--- config.mk ---
export PLATFORM = sky130hd
export DESIGN_NAME = tsw_top
export DESIGN_NICKNAME = d
export VERILOG_FILES = /design/src/tsw_pkg.sv /design/src/tsw_down_counter.sv /design/src/tsw_top.sv
export VERILOG_INCLUDE_DIRS = /design/src /design/src/src
export SDC_FILE = /design/constraint.sdc
export NUM_CORES = 1
export LEC_CHECK = 0
export BUFFER_PORTS_ARGS = -buffer_cell sky130_fd_sc_hd__buf_2
export CELL_PAD_IN_SITES_DETAIL_PLACEMENT = 1
export CELL_PAD_IN_SITES_GLOBAL_PLACEMENT = 2
export CORE_ASPECT_RATIO = 1.1
export CORE_MARGIN = 10
export CORE_UTILIZATION = 33
export DETAILED_ROUTE_END_ITERATION = 12
export GPL_TIMING_DRIVEN = 0
export PLACE_DENSITY = 0.76
export SLEW_MARGIN = 20
export SYNTH_ARGS = -nofsm -noshare
export SYNTH_HDL_FRONTEND = slang
export SYNTH_HIERARCHICAL = 1
export SYNTH_SLANG_ARGS = --single-unit
--- constraint.sdc ---
create_clock -name clock_in -period 3.3 [get_ports clock_in]
set_input_delay 0.495 -clock clock_in [delete_from_list [all_inputs] [get_ports clock_in]]
set_output_delay 0.495 -clock clock_in [all_outputs]
set_load 0.01 [all_outputs]
--- src/tsw_regs.svh ---
`ifndef TSW_REGS_SVH
`define TSW_REGS_SVH
// ============================================================
// widths
`define TSW_TIMER_W 32
`define TSW_PRESC_W 16
// ============================================================
// watchdog lock key, value is arbitrary
`define TSW_WD_KEY 32'h5AC3_E17B
// ============================================================
// timing
`define TSW_CLK_MHZ 200
`define TSW_RST_PULSE_NS 100
`define TSW_RST_PULSE_CYC ((`TSW_RST_PULSE_NS * `TSW_CLK_MHZ + 999) / 1000)
`define TSW_RST_CNT_W 8
`endif

--- src/tsw_pkg.sv ---
package tsw_pkg;
   // ============================================================
   // tick source select
   typedef enum logic [0:0] {
      TSW_SRC_FAST = 1'b0,
      TSW_SRC_SLOW = 1'b1
   } tsw_src_t;
   // ============================================================
   // watchdog states
   typedef enum logic [1:0] {
      TSW_WD_OFF = 2'b00,
      TSW_WD_RUN = 2'b01,
      TSW_WD_FIRE = 2'b10
   } tsw_wd_state_t;
endpackage : tsw_pkg

--- src/tsw_down_counter.sv ---
`timescale 1ns/10ps
`include "tsw_regs.svh"
module tsw_down_counter import tsw_pkg::*; #(
   parameter int W = `TSW_TIMER_W,
   parameter int PW = `TSW_PRESC_W
) (
   // clock and reset
   input wire logic clock_in,
   input wire logic rst_n_in,
   // tick sources
   input wire logic fast_edge_in,
   input wire logic slow_edge_in,
   input wire tsw_src_t src_sel_in,
   input wire logic [PW-1:0] prescale_in,
   // control
   input wire logic load_in,
   input wire logic [W-1:0] load_val_in,
   input wire logic run_in,
   input wire logic reload_in,
   input wire logic clear_in,
   // status
   output logic [W-1:0] count_out,
   output logic flag_out,
   output logic expire_out
);
   // ============================================================
   // prescaler
   logic [PW-1:0] pre_q;
   logic [W-1:0] period_q;
   logic src_edge;
   logic tick;
   logic hit_zero;

   function automatic logic pick_edge(input tsw_src_t sel, input logic f, input logic s);
      pick_edge = (sel == TSW_SRC_SLOW) ? s : f;
   endfunction : pick_edge

   assign src_edge = pick_edge(src_sel_in, fast_edge_in, slow_edge_in);
   assign tick = src_edge && (pre_q == prescale_in);
   assign hit_zero = tick && run_in && (count_out == {{(W-1){1'b0}}, 1'b1});

   always_ff @(posedge clock_in) begin
      if (!rst_n_in || load_in) begin
         pre_q <= '0;
      end else if (src_edge) begin
         pre_q <= (pre_q == prescale_in) ? '0 : pre_q + 1'b1;
      end
   end

   // ============================================================
   // counter
   always_ff @(posedge clock_in) begin
      if (!rst_n_in) begin
         count_out <= '0;
         period_q <= '0;
      end else if (load_in) begin
         count_out <= load_val_in;
         period_q <= load_val_in;
      end else if (hit_zero && reload_in) begin
         count_out <= period_q;
      end else if (tick && run_in && count_out != '0) begin
         count_out <= count_out - 1'b1;
      end
   end

   // ============================================================
   // expiry pulse and sticky flag, set wins over clear
   always_ff @(posedge clock_in) begin
      if (!rst_n_in) begin
         expire_out <= 1'b0;
         flag_out <= 1'b0;
      end else begin
         expire_out <= hit_zero && !load_in;
         if (hit_zero && !load_in) begin
            flag_out <= 1'b1;
         end else if (clear_in) begin
            flag_out <= 1'b0;
         end
      end
   end
endmodule : tsw_down_counter

--- src/tsw_top.sv ---
`timescale 1ns/10ps
`include "tsw_regs.svh"
// Overview of operation
// - two independent 32-bit general countdown timers counting downward
// - reaching zero sets that timer's status flag and interrupt request
// - tick period comes from selectable clock source and prescale ratio
// - 32-bit wakeup timer expiry can wake the system from low power
// - wakeup timer also serves as a plain event timer
// - system guard timer timeout requests a system reset
// - guard timer is off after reset; runs only once software enables it
// - guard control writes blocked until the lock key is written
// - tick source is the 24 MHz or the 120 kHz internal oscillator
// - guard counter pauses while debugger halts the processor
// - guard reset is an output pulse; afterwards the guard only returns to off, keeping its unlock and timeout registers
module tsw_top import tsw_pkg::*; #(
   parameter int W = `TSW_TIMER_W,
   parameter int PW = `TSW_PRESC_W
) (
   // clock and reset
   input wire logic clock_in,
   input wire logic rst_n_in,
   // oscillator pins
   input wire logic osc_fast_in,
   input wire logic osc_slow_in,
   // general countdown timers
   input wire logic [1:0] gct_load_in,
   input wire logic [W-1:0] gct_load_val_in [2],
   input wire logic [1:0] gct_run_in,
   input wire logic [1:0] gct_reload_in,
   input wire tsw_src_t gct_src_sel_in [2],
   input wire logic [PW-1:0] gct_prescale_in [2],
   input wire logic [1:0] gct_clear_in,
   output logic [W-1:0] gct_count_out [2],
   output logic [1:0] gct_status_out,
   output logic [1:0] gct_irq_out,
   // wakeup timer
   input wire logic wkt_load_in,
   input wire logic [W-1:0] wkt_load_val_in,
   input wire logic wkt_run_in,
   input wire logic wkt_reload_in,
   input wire logic wkt_wake_mode_in,
   input wire tsw_src_t wkt_src_sel_in,
   input wire logic [PW-1:0] wkt_prescale_in,
   input wire logic wkt_clear_in,
   input wire logic sleep_in,
   output logic [W-1:0] wkt_count_out,
   output logic wkt_status_out,
   output logic wkt_irq_out,
   output logic wkt_wake_out,
   // system guard timer
   input wire logic sgt_lock_wr_in,
   input wire logic [W-1:0] sgt_lock_data_in,
   input wire logic sgt_ctrl_wr_in,
   input wire logic sgt_ctrl_enable_in,
   input wire logic [W-1:0] sgt_ctrl_timeout_in,
   input wire tsw_src_t sgt_src_sel_in,
   input wire logic [PW-1:0] sgt_prescale_in,
   input wire logic sgt_kick_in,
   input wire logic debug_halt_in,
   output logic [W-1:0] sgt_count_out,
   output logic sgt_unlocked_out,
   output logic sgt_enabled_out,
   output logic sys_reset_out
);
   // ============================================================
   // oscillator synchronisers and edge detect
   logic fast_s1_q, fast_s2_q, fast_s3_q;
   logic slow_s1_q, slow_s2_q, slow_s3_q;
   logic fast_edge, slow_edge;

   always_ff @(posedge clock_in) begin
      if (!rst_n_in) begin
         fast_s1_q <= 1'b0;
         fast_s2_q <= 1'b0;
         fast_s3_q <= 1'b0;
         slow_s1_q <= 1'b0;
         slow_s2_q <= 1'b0;
         slow_s3_q <= 1'b0;
      end else begin
         fast_s1_q <= osc_fast_in;
         fast_s2_q <= fast_s1_q;
         fast_s3_q <= fast_s2_q;
         slow_s1_q <= osc_slow_in;
         slow_s2_q <= slow_s1_q;
         slow_s3_q <= slow_s2_q;
      end
   end

   // 24 MHz sampled at 200 MHz leaves >4 samples per period
   assign fast_edge = fast_s2_q && !fast_s3_q;
   assign slow_edge = slow_s2_q && !slow_s3_q;

   // ============================================================
   // general countdown timers
   logic [1:0] gct_exp;

   for (genvar i = 0; i < 2; i++) begin : g_gct
      tsw_down_counter #(.W(W), .PW(PW)) u_gct (
         .clock_in(clock_in),
         .rst_n_in(rst_n_in),
         .fast_edge_in(fast_edge),
         .slow_edge_in(slow_edge),
         .src_sel_in(gct_src_sel_in[i]),
         .prescale_in(gct_prescale_in[i]),
         .load_in(gct_load_in[i]),
         .load_val_in(gct_load_val_in[i]),
         .run_in(gct_run_in[i]),
         .reload_in(gct_reload_in[i]),
         .clear_in(gct_clear_in[i]),
         .count_out(gct_count_out[i]),
         .flag_out(gct_status_out[i]),
         .expire_out(gct_exp[i])
      );
   end

   // irq mirrors the sticky flag, one cycle behind it
   always_ff @(posedge clock_in) begin
      if (!rst_n_in) begin
         gct_irq_out <= 2'h0;
      end else begin
         gct_irq_out <= gct_status_out | gct_exp;
      end
   end

   // ============================================================
   // wakeup timer
   logic wkt_exp;

   tsw_down_counter #(.W(W), .PW(PW)) u_wkt (
      .clock_in(clock_in),
      .rst_n_in(rst_n_in),
      .fast_edge_in(fast_edge),
      .slow_edge_in(slow_edge),
      .src_sel_in(wkt_src_sel_in),
      .prescale_in(wkt_prescale_in),
      .load_in(wkt_load_in),
      .load_val_in(wkt_load_val_in),
      .run_in(wkt_run_in),
      .reload_in(wkt_reload_in),
      .clear_in(wkt_clear_in),
      .count_out(wkt_count_out),
      .flag_out(wkt_status_out),
      .expire_out(wkt_exp)
   );

   // wake stays asserted until software clears the flag or sleep ends
   always_ff @(posedge clock_in) begin
      if (!rst_n_in) begin
         wkt_irq_out <= 1'b0;
         wkt_wake_out <= 1'b0;
      end else begin
         wkt_irq_out <= wkt_status_out | wkt_exp;
         if (wkt_exp && wkt_wake_mode_in && sleep_in) begin
            wkt_wake_out <= 1'b1;
         end else if (wkt_clear_in || !sleep_in) begin
            wkt_wake_out <= 1'b0;
         end
      end
   end

   // ============================================================
   // system guard timer lock
   logic key_ok;
   logic ctrl_ok;
   tsw_wd_state_t wd_state_q;
   logic [`TSW_RST_CNT_W-1:0] rst_cnt_q;
   logic sgt_exp;
   logic sgt_load;
   logic sgt_run;
   logic [W-1:0] sgt_timeout_q;
   logic [W-1:0] sgt_load_val;

   assign key_ok = sgt_lock_wr_in && (sgt_lock_data_in == `TSW_WD_KEY);
   assign ctrl_ok = sgt_ctrl_wr_in && sgt_unlocked_out;

   // one control write per unlock, so a runaway loop needs the key again
   always_ff @(posedge clock_in) begin
      if (!rst_n_in) begin
         sgt_unlocked_out <= 1'b0;
      end else if (key_ok) begin
         sgt_unlocked_out <= 1'b1;
      end else if (sgt_ctrl_wr_in || sgt_lock_wr_in) begin
         sgt_unlocked_out <= 1'b0;
      end
   end

   // ============================================================
   // system guard timer state
   always_ff @(posedge clock_in) begin
      if (!rst_n_in) begin
         wd_state_q <= TSW_WD_OFF;
         rst_cnt_q <= '0;
      end else begin
         case (wd_state_q)
            TSW_WD_OFF: begin
               if (ctrl_ok && sgt_ctrl_enable_in) begin
                  wd_state_q <= TSW_WD_RUN;
               end
            end
            TSW_WD_RUN: begin
               if (sgt_exp) begin
                  wd_state_q <= TSW_WD_FIRE;
                  rst_cnt_q <= `TSW_RST_CNT_W'(`TSW_RST_PULSE_CYC);
               end else if (ctrl_ok && !sgt_ctrl_enable_in) begin
                  wd_state_q <= TSW_WD_OFF;
               end
            end
            TSW_WD_FIRE: begin
               if (rst_cnt_q == `TSW_RST_CNT_W'(1)) begin
                  wd_state_q <= TSW_WD_OFF;
               end
               rst_cnt_q <= rst_cnt_q - 1'b1;
            end
            default: begin
               wd_state_q <= TSW_WD_OFF;
            end
         endcase
      end
   end

   always_ff @(posedge clock_in) begin
      if (!rst_n_in) begin
         sys_reset_out <= 1'b0;
         sgt_enabled_out <= 1'b0;
      end else begin
         sys_reset_out <= (wd_state_q == TSW_WD_FIRE);
         sgt_enabled_out <= (wd_state_q == TSW_WD_RUN);
      end
   end

   // kick and enable both restart the count from the timeout value
   assign sgt_load = (ctrl_ok && sgt_ctrl_enable_in) || (sgt_kick_in && wd_state_q == TSW_WD_RUN);
   assign sgt_run = (wd_state_q == TSW_WD_RUN) && !debug_halt_in;
   // a kick reloads the timeout latched at the last accepted control write
   assign sgt_load_val = ctrl_ok ? sgt_ctrl_timeout_in : sgt_timeout_q;

   tsw_down_counter #(.W(W), .PW(PW)) u_sgt (
      .clock_in(clock_in),
      .rst_n_in(rst_n_in),
      .fast_edge_in(fast_edge),
      .slow_edge_in(slow_edge),
      .src_sel_in(sgt_src_sel_in),
      .prescale_in(sgt_prescale_in),
      .load_in(sgt_load),
      .load_val_in(sgt_load_val),
      .run_in(sgt_run),
      .reload_in(1'b0),
      .clear_in(1'b1),
      .count_out(sgt_count_out),
      .flag_out(),
      .expire_out(sgt_exp)
   );

   // timeout latched at each accepted control write, reused by kicks
   always_ff @(posedge clock_in) begin
      if (!rst_n_in) begin
         sgt_timeout_q <= '0;
      end else if (ctrl_ok) begin
         sgt_timeout_q <= sgt_ctrl_timeout_in;
      end
   end
endmodule : tsw_top

==> results.cfg, run 1 <==
[timing]
rsz0062_at_grt = false
period_minus_slack_ns = 3.19
setup_viol = 0
tightestPinTransition_ns = 1.02
slew_viol_final = 0
skew_ns = 0.00949
hold_viol_final = 0
relSlewSlack_pct = 31.8
layout_setup_ws_ns = 0.108
post-route-period-util_pct = 96.7
fmax_mhz = 313

[drt]
drc = 0
wl_met1_um = 34800
antenna_left = 0
drt_wl_total_um = 83100
dr_total_vias = 19900
routed.top_layer = met5
wl_per_cell_um = 22.9
drt_pass1_iterations = 5
via_per_inst = 5.47
first_iter_violations = 945
route.met2.wl_um = 40500
route.met3.wl_um = 5360

[layout]
nets = 3048
design_area_um2 = 24700
fillers = 7245
drive_gt1_share_pct = 22.9
syn_to_final_growth_pct = 22.5

[yosys]
syn-cell-area_um2 = 20200
ys_warn_count = 6
synth_cells = 2345
syn_area_per_cell_um2 = 8.60

[flow_run]
cap_violations = 0

[power]
internal_power_uw = 8200
p_leak_uw = 0.0100
seq_power_share_pct = 43.8
power.share.clock_pct = 44.6
power_frac_comb_pct = 11.6
powerDensity_nw_per_um2 = 455
p_sw_uw = 3030
ir_drop_v = 0.000337
switching_share_pct = 26.9

[clock_tree]
clkSlewWorstSetupHoldPaths_ns = 0.06
cts_tree = built
cts_max_level = 2
cts_buffers = 46
clockBufferDepth = 3
cts_hold_buf = 0
cts_root_buffer = clkbuf_16
cts_sinks = 382
clock_latency_ns = 0.58

[placement]
gp_congestion = 0.864
port_buffers = 385
place_ws_ns = -1.03
dpl_cell_area_um2 = 23100
dp.final_hpwl_um = 63400

[worst_setup_path]
r2r_slack_ns = 0.11
reg2reg_depth = 9
worstPathRequired_ns = 3.77
worstSetupEndpointType = register
critical_path_class = register to register
crit_arrival_ns = 3.66
worst_setup_path_start_kind = register
cp_max_fo = 10

[grt]
gr-total-overflow = 0
antenna_found_initial = 15
grt_pass1_wl_um = 127000
grtUsageTotal_pct = 22.3
grt_max_degree = 12
grt_pass1_vias = 21000

[floorplanning]
num_io_pins = 389
die-area_um2 = 71400
num_rows = 94
fp.dieW_um = 256
coreArea_um2 = 60100
start_util_pct = 33.5
die_h_um = 279

[worst_hold_path]
worstHoldPathCells = 2
hp-class = primary input to register

[outcome]
status = complete, no violations
==> routing by layer <==
layer,GRT usage [%],vias up
met3,6.10,147
met4,7.45,24
li1,-,9366
met1,26.2,9810
met5,0,-
met2,38.7,520
==> sequential cells by signal, indices dropped and copies added, names as in the netlist, 2 cells and up <==
signal                  flops
u_sgt/period_q             32
u_sgt/pre_q                16
u_wkt/period_q             32
sgt_timeout_q              32
wd_state_q                  2
g_gct.u_gct/period_q       64
g_gct.u_gct/pre_q          32
g_gct.u_gct/flag_out        2
g_gct.u_gct/count_out      64
u_sgt/count_out            32
g_gct.u_gct/expire_out      2
u_wkt/pre_q                16
rst_cnt_q                   8
u_wkt/count_out            32
gct_irq_out                 2
==> critical path: stages (launching register included) <==
cell	delay [ns]
dfxtp_1	0.39
inv_1	0.09
ha_1	0.31
or3b_2	0.47
clkbuf_1	0.27
nor4b_2	0.39
a311oi_2	0.19
or2_2	0.46
buf_2	0.25
o221a_2	0.25
==> stage by stage <==
step	std cells	hold slack (ns)	power, uW	setup TNS (ns)	util, %
floorplan	2346	0.412	5710	0	-
global placement	3547	0.426	6270	-69.65	38.4
detailed placement	3547	0.428	6310	-66.88	38.5
CTS	3621	0.0847	11400	0	40.9
global route	3630	0.0993	11700	0	41.1
finish	3631	0.124	11200	0	41.1
==> path summary, 6_finish.rpt <==
check	start	to
worst max register to register	g_gct[0].u_gct/count_out[0]	g_gct[0].u_gct/count_out[29]
worst min-delay path	osc_fast_in	fast_s1_q
worst min register to register	slow_s1_q	slow_s2_q
worst max-delay path	g_gct[0].u_gct/count_out[0]	g_gct[0].u_gct/count_out[29]
==> final cells by class <==
type / instances / area, um^2 / area share [%]
multi-input combinational: 1794 / 11900 / 48.0
tap: 816 / 1020 / 4.13
clock inverter: 8 / 43.8 / 0.177
buffer: 132 / 601 / 2.43
sequential: 382 / 7650 / 31.0
clock buffer: 69 / 1410 / 5.72
inverter: 35 / 131 / 0.532
antenna: 3 / 7.51 / 0.0304
timing repair buffer: 392 / 1980 / 8.02
==> timing repair <==
action | 4_1_cts | 5_1_grt
resized for setup | 12 | 15
setup buffers | 0 | 7
endpoints found under the setup margin | 129 | 85
pin swaps | 0 | 3
==> power by group through the flow <==
| stage | registers (uW) | logic (uW) | clock network (uW) |
|---|---|---|---|
| final | 4920 | 1300 | 5010 |
| after global routing | 4940 | 1420 | 5340 |
| after CTS | 4920 | 1300 | 5150 |
| after detailed placement | 5020 | 1290 | 0 |
| after global placement | 5010 | 1260 | 0 |
| after floorplan | 4990 | 712 | 0 |
==> layout by cell type, fill, tap and decap left out, drive strengths merged, types with 18 or more instances in the layout <==
cell and instances:
o221a 22, nand2 211, nor4 41, nor2 228
nand4 43, o21ai 88, a21boi 50, a21oi 98
mux2 39, xnor2 91, xor2 93, buf 429
dfxtp 382, nor2b 77, a211oi 20, o221ai 18
mux2i 89, clkbuf 164, o31ai 27, a31oi 27
or4 33, and2 49, nor3 98, or3 40
inv 36, nand3 78, o22ai 22
Note: power is estimated with default switching activity, not from simulation.
==> run 2, diff against run 1 <==
CORE_UTILIZATION = 30   (was 33)
PLACE_DENSITY = 0.73   (was 0.76)
clock period = 2.6 ns   (was 3.3 ns; I/O delays follow)
==> results.cfg, run 2 (synthesis gave the netlist of run 1 again) <==
[worst_setup_path]
worst_setup_path_start_kind = register
startpoint = g_gct[1].u_gct/count_out[16]
worstPathRequired_ns = 3.06
crit_arrival_ns = 3.37
critical_path_class = register to register
worstSetupEndpointType = register
r2r_start = g_gct[1].u_gct/count_out[16]
cp_max_fo = 6
r2r_end = g_gct[1].u_gct/count_out[10]
r2r_slack_ns = -0.31
reg2reg_depth = 9
crit_path_end = g_gct[1].u_gct/count_out[10]

[outcome]
status = finished with violations
violations = negative setup slack

[drt]
wl_per_cell_um = 24.0
first_iter_violations = 1195
drt_wl_total_um = 91600
drc = 0
via_per_inst = 5.48
antenna_left = 0
dr_total_vias = 20900
drt_pass1_iterations = 5

[layout]
largestRegisters = g_gct.u_gct/count_out x64, g_gct.u_gct/period_q x64
post-route-util_pct = 42.7
design_area_um2 = 28400
fillers = 7697
finalNonFillerCells = 3809
syn_to_final_growth_pct = 41.0
drive_gt1_share_pct = 36.2
nets = 3177
final_cell_mix = buf_2, dfxtp_1, nor2_1
final_common_cell = buf_2

[clock_tree]
cts_sinks = 382
clockBufferDepth = 3
cts_buffers = 47
clock_latency_ns = 0.59
cts_root_buffer = clkbuf_16
cts_tree = built
cts_max_level = 2
clkSlewWorstSetupHoldPaths_ns = 0.06

[floorplanning]
coreArea_um2 = 66500
start_util_pct = 30.3
num_rows = 99
num_io_pins = 389
die_h_um = 292
die-area_um2 = 78000
fp.dieW_um = 267

[grt]
grt_pass1_vias = 22600
antenna_found_initial = 10
grt_max_degree = 20
grtUsageTotal_pct = 22.5
grt_pass1_wl_um = 138000
gr-total-overflow = 0

[timing]
period_minus_slack_ns = 2.91
post-route-period-util_pct = 112
relSlewSlack_pct = 29.0
layout_setup_ws_ns = -0.308
hold_viol_final = 0
tightestPinTransition_ns = 1.07
fmax_mhz = 344
slew_viol_final = 0
skew_ns = 0.0205
setup_viol = 108
rsz0062_at_grt = true

[placement]
port_buffers = 385
dpl_cell_area_um2 = 23300
gp_congestion = 0.875
place_ws_ns = -1.63
dp.final_hpwl_um = 65000
dp.cells = 3589

[flow_run]
cap_violations = 0

[power]
powerDensity_nw_per_um2 = 533
p_leak_uw = 0.0115
ir_drop_v = 0.000419

[worst_hold_path]
hp-class = primary input to register
min_from = wkt_wake_mode_in
run 2: cell types whose count changed in the layout (fill, tap and decap cells not counted), moves of 20 or more:
cell | before | now
clkbuf_1 | 98 | 78
nor2_1 | 226 | 203
o21ai_0 | 66 | 37
buf_6 | 8 | 50
a21oi_1 | 97 | 70
o22ai_1 | 22 | 1
a21oi_2 | 0 | 24
buf_4 | 10 | 80
nor3_1 | 91 | 63
dfxtp_1 | 382 | 345
o21ai_2 | 4 | 28
run 2: area by class of cell:
type                            count  area [um^2]  area share [%]
Timing Repair Buffer              535         3540            12.4
Buffer                            116          753            2.65
Clock inverter                     13          176           0.621
Multi-Input combinational cell   1795        13600            47.9
Tap cell                          858         1070            3.78
Antenna cell                        3         7.51          0.0264
Clock buffer                       72         1390            4.89
Sequential cell                   382         7740            27.2
Inverter                           35          131           0.462
run 2: how the worst min path moves through the flow:
stage,end,depth (start not counted)
4_1_cts,wkt_wake_out,3
2_1_floorplan,fast_s2_q,1
6_report,wkt_wake_out,3
3_5_place_dp,slow_s2_q,1
3_3_place_gp,fast_s2_q,1
5_1_grt,wkt_wake_out,3
run 2: worst max-delay path: stages, from the launching register on:
cell and delay, ns:
dfxtp_4 0.35, or4_4 0.52, or3_4 0.42, buf_6 0.14, buf_6 0.11, nor4b_4 0.33, a311oi_4 0.15, or2_4 0.37
buf_6 0.16, o221a_2 0.23
run 2: where the power goes:
part | internal (uW) | leakage [uW] | switching (uW)
Sequential | 6020 | 0.00314 | 242
Combinational | 890 | 0.00763 | 1180
Clock | 4070 | 0.000774 | 2750
Total | 11000 | 0.0115 | 4170
run 2: per-stage QoR:
stage          hold WS (ns)  power, uW  setup TNS [ns]
4_1_cts              0.0117      15200          -15.99
6_report             0.0435      15100          -15.64
5_1_grt              0.0374      15800          -24.00
3_5_place_dp          0.437       8030         -162.72
2_1_floorplan         0.412       7250           -1.14
3_3_place_gp          0.424       7980         -150.63
run 2: what timing repair did:
action / in CTS / in global routing
setup buffers: 108 / 31
gates cloned: 16 / 0
endpoints found under the setup margin: 201 / 164
gates resized for setup: 367 / 187
hold endpoints to repair: 2 / 0
hold buffers: 2 / 0
pin swaps: 130 / 95
run 2: per-layer routing:
metal | up-vias | wire length [um] | GRT usage, % | part of all wire, %
li1 | 9634 | - | - | -
met1 | 10500 | 38300 | 26.9 | 42
met2 | 562 | 45000 | 39.3 | 49
met3 | 191 | 5080 | 4.93 | 5.5
met4 | 14 | 3100 | 7.60 | 3.4
met5 | - | 80 | 0 | 0.087
